===== src/design/fesw_regs.svh =====
// constants and timing counts for the flash erase suspend/resume host controller
// Behaviour
// - To pause a running block erase the controller writes the suspend code and the flash stops at a resumable point.
// - After suspend the controller polls the ready bit, toggling the output gate between reads so status refreshes.
// - While suspended the controller may write the read-array code and read any block but the interrupted one; read_addr_i is not checked against it.
// - To continue, the controller writes the resume code and the flash restarts the interrupted erase.
// - In chip-select-controlled writes write strobe is held low around the chip-select pulse and data is taken on its rise.
// - After powerdown reset returns high the controller waits the recovery interval before chip select falls for a write.
`ifndef FESW_REGS_SVH
`define FESW_REGS_SVH
`define FESW_CMD_SUSPEND 8'hb0
`define FESW_CMD_RESUME 8'hd0
`define FESW_CMD_READ_ARRAY 8'hff
`define FESW_CMD_READ_STATUS 8'h70
`define FESW_SR_READY 7
`define FESW_SR_PAUSED 6
`define FESW_CLK_PERIOD_NS 50
`define FESW_T_STROBE_NS 60
`define FESW_T_RECOVERY_NS 480
`define FESW_T_VHH_SETUP_NS 480
`define FESW_T_VHH_HOLD_NS 480
// least times round up
`define FESW_CYC(ns) (((ns) + `FESW_CLK_PERIOD_NS - 1) / `FESW_CLK_PERIOD_NS)
`endif


===== src/design/fesw_pkg.sv =====
// types shared by the flash erase suspend/resume host controller
package fesw_pkg;
   typedef enum logic [3:0] {
      FESW_IDLE = 4'h0,
      FESW_SETUP = 4'h1,
      FESW_STROBE = 4'h3,
      FESW_HOLD = 4'h2,
      FESW_RD_SETUP = 4'h6,
      FESW_RD_SAMPLE = 4'h7,
      FESW_RD_GAP = 4'h5,
      FESW_RECOVER = 4'h4
   } fesw_state_t;
   typedef enum logic [1:0] {
      FESW_OP_SUSPEND = 2'h0,
      FESW_OP_RESUME = 2'h1,
      FESW_OP_READ = 2'h2,
      FESW_OP_NONE = 2'h3
   } fesw_op_t;
endpackage


===== src/design/fesw_sync_if.sv =====
// pin bundle between the top and its input synchroniser
`timescale 1ns/10ps
`default_nettype none
interface fesw_sync_if;
   logic [7:0] data_raw;
   logic [7:0] data_sync;
   modport sync (input data_raw, output data_sync);
   modport top (output data_raw, input data_sync);
endinterface
`default_nettype wire


===== src/design/fesw_ctl.sv =====
// host controller that suspends, reads through and resumes a flash block erase
`timescale 1ns/10ps
`default_nettype none
`include "fesw_regs.svh"
module fesw_ctl (
   // clock and reset
   input wire logic sys_clk_i,
   input wire logic rst_n_i,
   // user requests and status
   input wire logic suspend_req_i,
   input wire logic resume_req_i,
   input wire logic read_req_i,
   input wire logic [16:0] read_addr_i,
   input wire logic boot_unlock_i,
   output logic busy_o,
   output logic done_o,
   output logic paused_o,
   output logic ignored_o,
   output logic [7:0] rd_data_o,
   // flash pins
   output logic [16:0] flash_addr_o,
   output logic [7:0] flash_dq_o,
   output logic flash_dq_oe_o,
   input wire logic [7:0] flash_dq_i,
   output logic flash_ce_n_o,
   output logic flash_we_n_o,
   output logic flash_oe_n_o,
   output logic flash_oe_vhh_o,
   output logic powerdown_reset_n_o
);
   localparam logic [7:0] T_STROBE = 8'(`FESW_CYC(`FESW_T_STROBE_NS));
   localparam logic [7:0] T_RECOVERY = 8'(`FESW_CYC(`FESW_T_RECOVERY_NS));
   localparam logic [7:0] T_VHH_SETUP = 8'(`FESW_CYC(`FESW_T_VHH_SETUP_NS));
   localparam logic [7:0] T_VHH_HOLD = 8'(`FESW_CYC(`FESW_T_VHH_HOLD_NS));

   // ==========================================================
   // input synchroniser
   fesw_sync_if sif ();
   assign sif.data_raw = flash_dq_i;
   fesw_sync #(.WIDTH(8)) u_sync (
      .sys_clk_i(sys_clk_i),
      .rst_n_i(rst_n_i),
      .bus(sif)
   );

   // ==========================================================
   // state
   typedef struct packed {
      fesw_pkg::fesw_state_t st;
      fesw_pkg::fesw_op_t op;
      logic [1:0] phase;
      logic [7:0] cnt;
      logic erasing;
      logic in_array;
      logic busy;
      logic done;
      logic paused;
      logic ignored;
      logic [7:0] rd_data;
      logic [16:0] addr;
      logic [7:0] dq;
      logic dq_oe;
      logic ce_n;
      logic we_n;
      logic oe_n;
      logic oe_vhh;
      logic pd_n;
   } fesw_st_t;

   fesw_st_t s_q, s_d;

   always_comb begin
      s_d = s_q;
      s_d.done = 1'b0;
      s_d.ignored = 1'b0;
      if (s_q.cnt != 8'h00) begin
         s_d.cnt = s_q.cnt - 8'h01;
      end
      case (s_q.st)
         fesw_pkg::FESW_IDLE: begin
            // recovery after powerdown release has elapsed in RECOVER
            if (suspend_req_i) begin
               if (!s_q.erasing || s_q.paused) begin
                  s_d.ignored = 1'b1;
                  s_d.done = 1'b1;
               end else begin
                  s_d.op = fesw_pkg::FESW_OP_SUSPEND;
                  s_d.dq = `FESW_CMD_SUSPEND;
                  s_d.st = fesw_pkg::FESW_SETUP;
               end
            end else if (resume_req_i) begin
               s_d.op = fesw_pkg::FESW_OP_RESUME;
               s_d.dq = `FESW_CMD_RESUME;
               s_d.st = fesw_pkg::FESW_SETUP;
            end else if (read_req_i) begin
               s_d.op = fesw_pkg::FESW_OP_READ;
               s_d.addr = read_addr_i;
               if (!s_q.in_array) begin
                  s_d.dq = `FESW_CMD_READ_ARRAY;
                  s_d.st = fesw_pkg::FESW_SETUP;
               end else begin
                  s_d.st = fesw_pkg::FESW_RD_SETUP;
                  s_d.cnt = T_STROBE;
               end
            end
            if (s_d.st == fesw_pkg::FESW_SETUP) begin
               s_d.busy = 1'b1;
               s_d.dq_oe = 1'b1;
               // with the unlock voltage the write strobe waits until the gate has settled
               s_d.we_n = boot_unlock_i;
               s_d.oe_vhh = boot_unlock_i;
               s_d.cnt = boot_unlock_i ? T_VHH_SETUP : T_STROBE;
            end else if (s_d.st == fesw_pkg::FESW_RD_SETUP) begin
               s_d.busy = 1'b1;
            end
         end
         fesw_pkg::FESW_SETUP: begin
            if (s_q.cnt == 8'h00 && s_q.we_n == 1'b1) begin
               s_d.we_n = 1'b0;
               s_d.cnt = T_STROBE;
            end else if (s_q.cnt == 8'h00) begin
               s_d.ce_n = 1'b0;
               s_d.cnt = T_STROBE;
               s_d.st = fesw_pkg::FESW_STROBE;
            end
         end
         fesw_pkg::FESW_STROBE: begin
            if (s_q.cnt == 8'h00) begin
               // the flash latches address and data on this rise
               s_d.ce_n = 1'b1;
               s_d.cnt = T_STROBE;
               s_d.st = fesw_pkg::FESW_HOLD;
            end
         end
         fesw_pkg::FESW_HOLD: begin
            if (s_q.cnt == 8'h00 && s_q.we_n == 1'b0) begin
               s_d.we_n = 1'b1;
               s_d.dq_oe = 1'b0;
               s_d.cnt = s_q.oe_vhh ? T_VHH_HOLD : 8'h01;
            end else if (s_q.cnt == 8'h00) begin
               s_d.oe_vhh = 1'b0;
               s_d.in_array = (s_q.op == fesw_pkg::FESW_OP_READ);
               s_d.phase = 2'h0;
               s_d.cnt = T_STROBE;
               s_d.st = fesw_pkg::FESW_RD_SETUP;
               if (s_q.op == fesw_pkg::FESW_OP_RESUME) begin
                  s_d.paused = 1'b0;
               end
            end
         end
         fesw_pkg::FESW_RD_SETUP: begin
            s_d.ce_n = 1'b0;
            s_d.oe_n = 1'b0;
            if (s_q.cnt == 8'h00) begin
               s_d.cnt = 8'h03;
               s_d.st = fesw_pkg::FESW_RD_SAMPLE;
            end
         end
         fesw_pkg::FESW_RD_SAMPLE: begin
            // wait out the synchroniser before sampling
            if (s_q.cnt == 8'h00) begin
               s_d.ce_n = 1'b1;
               s_d.oe_n = 1'b1;
               s_d.cnt = T_STROBE;
               s_d.st = fesw_pkg::FESW_RD_GAP;
               if (s_q.op == fesw_pkg::FESW_OP_READ) begin
                  s_d.rd_data = sif.data_sync;
                  s_d.phase = 2'h1;
               end else if (!sif.data_sync[`FESW_SR_READY]) begin
                  s_d.phase = 2'h0;
               end else if (s_q.op == fesw_pkg::FESW_OP_SUSPEND) begin
                  s_d.paused = sif.data_sync[`FESW_SR_PAUSED];
                  s_d.erasing = sif.data_sync[`FESW_SR_PAUSED];
                  s_d.rd_data = sif.data_sync;
                  s_d.phase = 2'h1;
               end else begin
                  // resume finished the erase
                  s_d.erasing = 1'b0;
                  s_d.rd_data = sif.data_sync;
                  s_d.phase = 2'h1;
               end
            end
         end
         fesw_pkg::FESW_RD_GAP: begin
            if (s_q.cnt == 8'h00) begin
               if (s_q.phase == 2'h1) begin
                  s_d.busy = 1'b0;
                  s_d.done = 1'b1;
                  s_d.st = fesw_pkg::FESW_IDLE;
               end else begin
                  s_d.cnt = T_STROBE;
                  s_d.st = fesw_pkg::FESW_RD_SETUP;
               end
            end
         end
         fesw_pkg::FESW_RECOVER: begin
            s_d.pd_n = 1'b1;
            if (s_q.cnt == 8'h00) begin
               s_d.busy = 1'b0;
               s_d.st = fesw_pkg::FESW_IDLE;
            end
         end
         default: begin
            s_d.st = fesw_pkg::FESW_IDLE;
         end
      endcase
   end

   always_ff @(posedge sys_clk_i) begin
      if (!rst_n_i) begin
         s_q <= '0;
         s_q.st <= fesw_pkg::FESW_RECOVER;
         s_q.op <= fesw_pkg::FESW_OP_NONE;
         s_q.cnt <= T_RECOVERY;
         s_q.busy <= 1'b1;
         // erase assumed running when this controller is brought up
         s_q.erasing <= 1'b1;
         s_q.in_array <= 1'b1;
         s_q.ce_n <= 1'b1;
         s_q.we_n <= 1'b1;
         s_q.oe_n <= 1'b1;
      end else begin
         s_q <= s_d;
      end
   end

   // ==========================================================
   // outputs
   assign busy_o = s_q.busy;
   assign done_o = s_q.done;
   assign paused_o = s_q.paused;
   assign ignored_o = s_q.ignored;
   assign rd_data_o = s_q.rd_data;
   assign flash_addr_o = s_q.addr;
   assign flash_dq_o = s_q.dq;
   assign flash_dq_oe_o = s_q.dq_oe;
   assign flash_ce_n_o = s_q.ce_n;
   assign flash_we_n_o = s_q.we_n;
   assign flash_oe_n_o = s_q.oe_n;
   assign flash_oe_vhh_o = s_q.oe_vhh;
   assign powerdown_reset_n_o = s_q.pd_n;
endmodule // fesw_ctl
`default_nettype wire


===== src/design/fesw_sync.sv =====
// two-flop synchroniser for the flash data bus
`timescale 1ns/10ps
`default_nettype none
module fesw_sync #(
   parameter int WIDTH = 8
) (
   input wire logic sys_clk_i,
   input wire logic rst_n_i,
   fesw_sync_if.sync bus
);
   typedef struct packed {
      logic [WIDTH-1:0] meta;
      logic [WIDTH-1:0] stable;
   } fesw_sync_st_t;
   fesw_sync_st_t s_q, s_d;
   always_comb begin
      s_d = s_q;
      s_d.meta = bus.data_raw;
      s_d.stable = s_q.meta;
   end
   always_ff @(posedge sys_clk_i) begin
      if (!rst_n_i) begin
         s_q <= '0;
      end else begin
         s_q <= s_d;
      end
   end
   assign bus.data_sync = s_q.stable;
endmodule // fesw_sync
`default_nettype wire


===== config.mk =====
export PLATFORM = sky130hd
export DESIGN_NAME = fesw_ctl
export DESIGN_NICKNAME = d
export VERILOG_FILES = /design/src/design/fesw_pkg.sv /design/src/design/fesw_sync_if.sv /design/src/design/fesw_ctl.sv /design/src/design/fesw_sync.sv
export VERILOG_INCLUDE_DIRS = /design/src /design/src/design
export SDC_FILE = /design/constraint.sdc
export NUM_CORES = 1
export LEC_CHECK = 0
export ABC_AREA = 1
export BUFFER_PORTS_ARGS = -buffer_cell sky130_fd_sc_hd__buf_2
export CORE_ASPECT_RATIO = 1.2
export CORE_MARGIN = 3
export CORE_UTILIZATION = 45
export DETAILED_ROUTE_END_ITERATION = 6
export GPL_TIMING_DRIVEN = 1
export PLACE_DENSITY = 0.68
export SLEW_MARGIN = 20
export SYNTH_ARGS = -nofsm -noshare
export SYNTH_HDL_FRONTEND = slang
export SYNTH_SLANG_ARGS = --single-unit
export TNS_END_PERCENT = 20

===== constraint.sdc =====
create_clock -name sys_clk_i -period 3.6 [get_ports sys_clk_i]
set_clock_uncertainty 0.1 [all_clocks]
set_input_delay 0.18 -clock sys_clk_i [delete_from_list [all_inputs] [get_ports sys_clk_i]]
set_output_delay 0.18 -clock sys_clk_i [all_outputs]
set_load 0.02 [all_outputs]

==> qor.txt <==
register area share after synthesis = 0.430
Routed Antenna Nets = 0
CTS tree = done
Final Cell Area = 4020 sq um
nets@finish = 569
DRC = 0
Max clock buf depth = 2
largest net degree at the start of global routing = 56
worst slack, placed = 1.51 ns
DIE WIDTH = 84.8 microns
I/O pin cnt = 74
via count = 3013
antenna violations before repair = 0
Critical-path top delay cell = nor3_4
clk_lat worst skew = 0.34 ns
commonest cells after routing, fill and taps aside = nand2_1, nor2_1, buf_2
worst path cell trace = nor2_2 -> nand2_2 -> nor2_8 -> inv_2 -> nor3_4 -> inv_4 -> nor2_1 -> nor2_1
Slew Viols, Final = 0
critical path type = reg2reg
FILL cells = 672
Max Fclk = 472 MHz
GR met2 Demand/Resource = 0.326
Leak = 2.07 nW
port bufs = 73
area grow syn2layout = 20.0%
Worst-path clk slew = 0.08 ns
total negative slack = 0 ns
grt met1 use = 0.212
register area = 1440 sq um
Gate Count Post-Synth = 468
Final min period = 2.12 ns
cts bufs inserted = 9
syn_area_per_cell = 7.16 sq um
unrepaired setup endpoints after global routing = no
die outline area = 8520 sq um
TritonRoute pass-1 iters = 4
post-route setup slack = 1.48 ns
Yosys cell types = 32
Critical Path Source Type = flip-flop
number of global-route vias before repair = 2897
Synth Cell Area = 3350 sq um
met3 Use GR = 0.0499
overall power = 0.00197 W
Initial Utilization = 0.477
post-placement cell area = 3530 sq um
CTS sink count = 72
RD Place Congestion = 0.942
# H-tree levels = 3
status = complete, no violations
global route overflow = 0
WL per Instance = 12.1 microns
first-pass GRT wire length = 12900 microns
syn nets = 502
CP max FO = 18
Detailed Route Iter0 Violations = 168
Total GRT Usage = 0.185
Worst-Margin Slew = 0.743 ns
relative slew slack = 0.503
# rows = 33
max_cap viols = 0
Root Driver = clkbuf_8
Synth Register Bits = 72
Core Area = 7020 sq um
Die H = 101 microns
Yosys Warn Count = 0
final setup vio count = 0
Critical Path AT = 2.26 ns
fin util = 0.573
critical path data required time = 3.74 ns
# resized after CTS = 0
most common cell after layout, fill and taps aside = nand2_1
area of the multi-input gates = 1380 sq um
Fin. Hold Viols = 0
vias per cell = 4.81
worst path bufs/invs = 2
fin crit share = 0.588
PD cells = 490 nW/um^2
share of cells above drive strength 1 = 0.211
CP Capture Type = flip-flop
gr busiest metal = met2
critical path's top delay family = simple AND/OR/NAND/NOR gates
Critical Path Most Common Cell = nor2_1
CP max stage delay = 0.58 ns
worst vdd ir = 0.270 mV
antenna cells = 0
Detailed Place HPWL = 5190 microns
Hold Crit Class = in2reg
DRT Wirelength = 7570 microns
-- worst register-to-register path, stage by stage, from the launching register on --
cell and delay [ns]:
dfxtp_1 0.37, nor2_2 0.16, nand2_2 0.11, nor2_8 0.17, inv_2 0.08, nor3_4 0.58
inv_4 0.24, nor2_1 0.15, nor2_1 0.06
-- registers in the layout, summed over array words and instances, names as in the netlist --
register	flops
flash_addr_o	17
powerdown_reset_n_o	1
flash_dq_oe_o	1
u_sync.bus.data_sync	8
flash_we_n_o	1
done_o	1
flash_ce_n_o	1
flash_dq_o	4
ignored_o	1
u_sync.s_d	8
busy_o	1
rd_data_o	8
flash_oe_vhh_o	1
s_q	17
flash_oe_n_o	1
paused_o	1
-- what timing repair did --
action | in CTS | in global routing
hold buffers | 25 | 0
buffers inserted | 0 | 0
endpoints found under the hold margin | 25 | 0
-- per-layer routing --
metal / vias to the layer above / routed length [microns] / part of all wire
met4: 0 / 176 / 0.023
met3: 17 / 501 / 0.066
met5: - / 0 / 0
met2: 101 / 3710 / 0.49
met1: 1325 / 3180 / 0.42
li1: 1570 / - / -
-- power breakdown --
part,leakage [nW],internal (W),switching (W),total (W)
Clock,0.117,0.000466,0.000313,0.000779
Combinational,1.36,0.000122,0.000192,0.000314
Sequential,0.588,0.000843,0.0000364,0.000879
Total,2.07,0.00143,0.000542,0.00197
-- metrics by stage --
step / cells / hold slack [ns]
3_3_place_gp: 586 / 0.261
2_1_floorplan: 468 / 0.175
3_5_place_dp: 586 / 0.266
5_1_grt: 627 / 0.0156
6_report: 627 / 0.0214
4_1_cts: 627 / 0.00719
-- layout make-up --
cell class,count,area share
Timing Repair Buffer,99,0.155
Clock inverter,6,0.0286
Tap cell,87,0.0271
Multi-Input combinational cell,293,0.343
Inverter,60,0.0566
Clock buffer,10,0.0317
Sequential cell,72,0.358
-- Yosys cell counts --
cell type	n	share of area
o211ai_1	5	0.011
inv_1	55	0.062
inv_2	4	0.0045
clkbuf_1	7	0.0078
nand4_1	6	0.011
o21ai_2	1	0.0026
o31ai_1	1	0.0022
nor2_8	1	0.0060
nor3_1	2	0.0030
a211oi_1	1	0.0022
or2_2	2	0.0037
a21boi_0	1	0.0022
buf_6	2	0.0067
nor2_1	75	0.084
nand2_1	94	0.11
xor2_1	2	0.0052
conb_1	1	0.0011
o21ai_1	10	0.015
nor2_2	13	0.024
nand3_1	25	0.037
a21oi_1	13	0.019
nand2_2	1	0.0019
a31oi_1	1	0.0019
inv_4	1	0.0019
o211a_1	1	0.0030
buf_4	34	0.076
o221ai_1	1	0.0026
dfxtp_1	72	0.43
o21ai_0	31	0.046
nor2_4	1	0.0034
nor3_4	1	0.0049
ha_1	3	0.011
-- path summary, 6_finish.rpt --
path,start,depth (start not counted),slack [ns],endpoint
setup / recovery,s_q[60],8,1.48,flash_addr_o[4]
hold / removal,suspend_req_i,2,0.02,flash_dq_o[6]
setup reg to reg,s_q[60],8,1.48,flash_addr_o[4]
hold reg to reg,u_sync.s_d[7],2,0.31,u_sync.bus.data_sync[7]
-- kinds of logic after synthesis --
kind of cell    share of synthesized area
other cells                       0.00112
simple gates                        0.285
fa+ha+maj                          0.0112
xor+xnor                          0.00523
compound gates                      0.109
flops                               0.430
buf+inv                             0.159
Power figures use the tool's default switching activity.
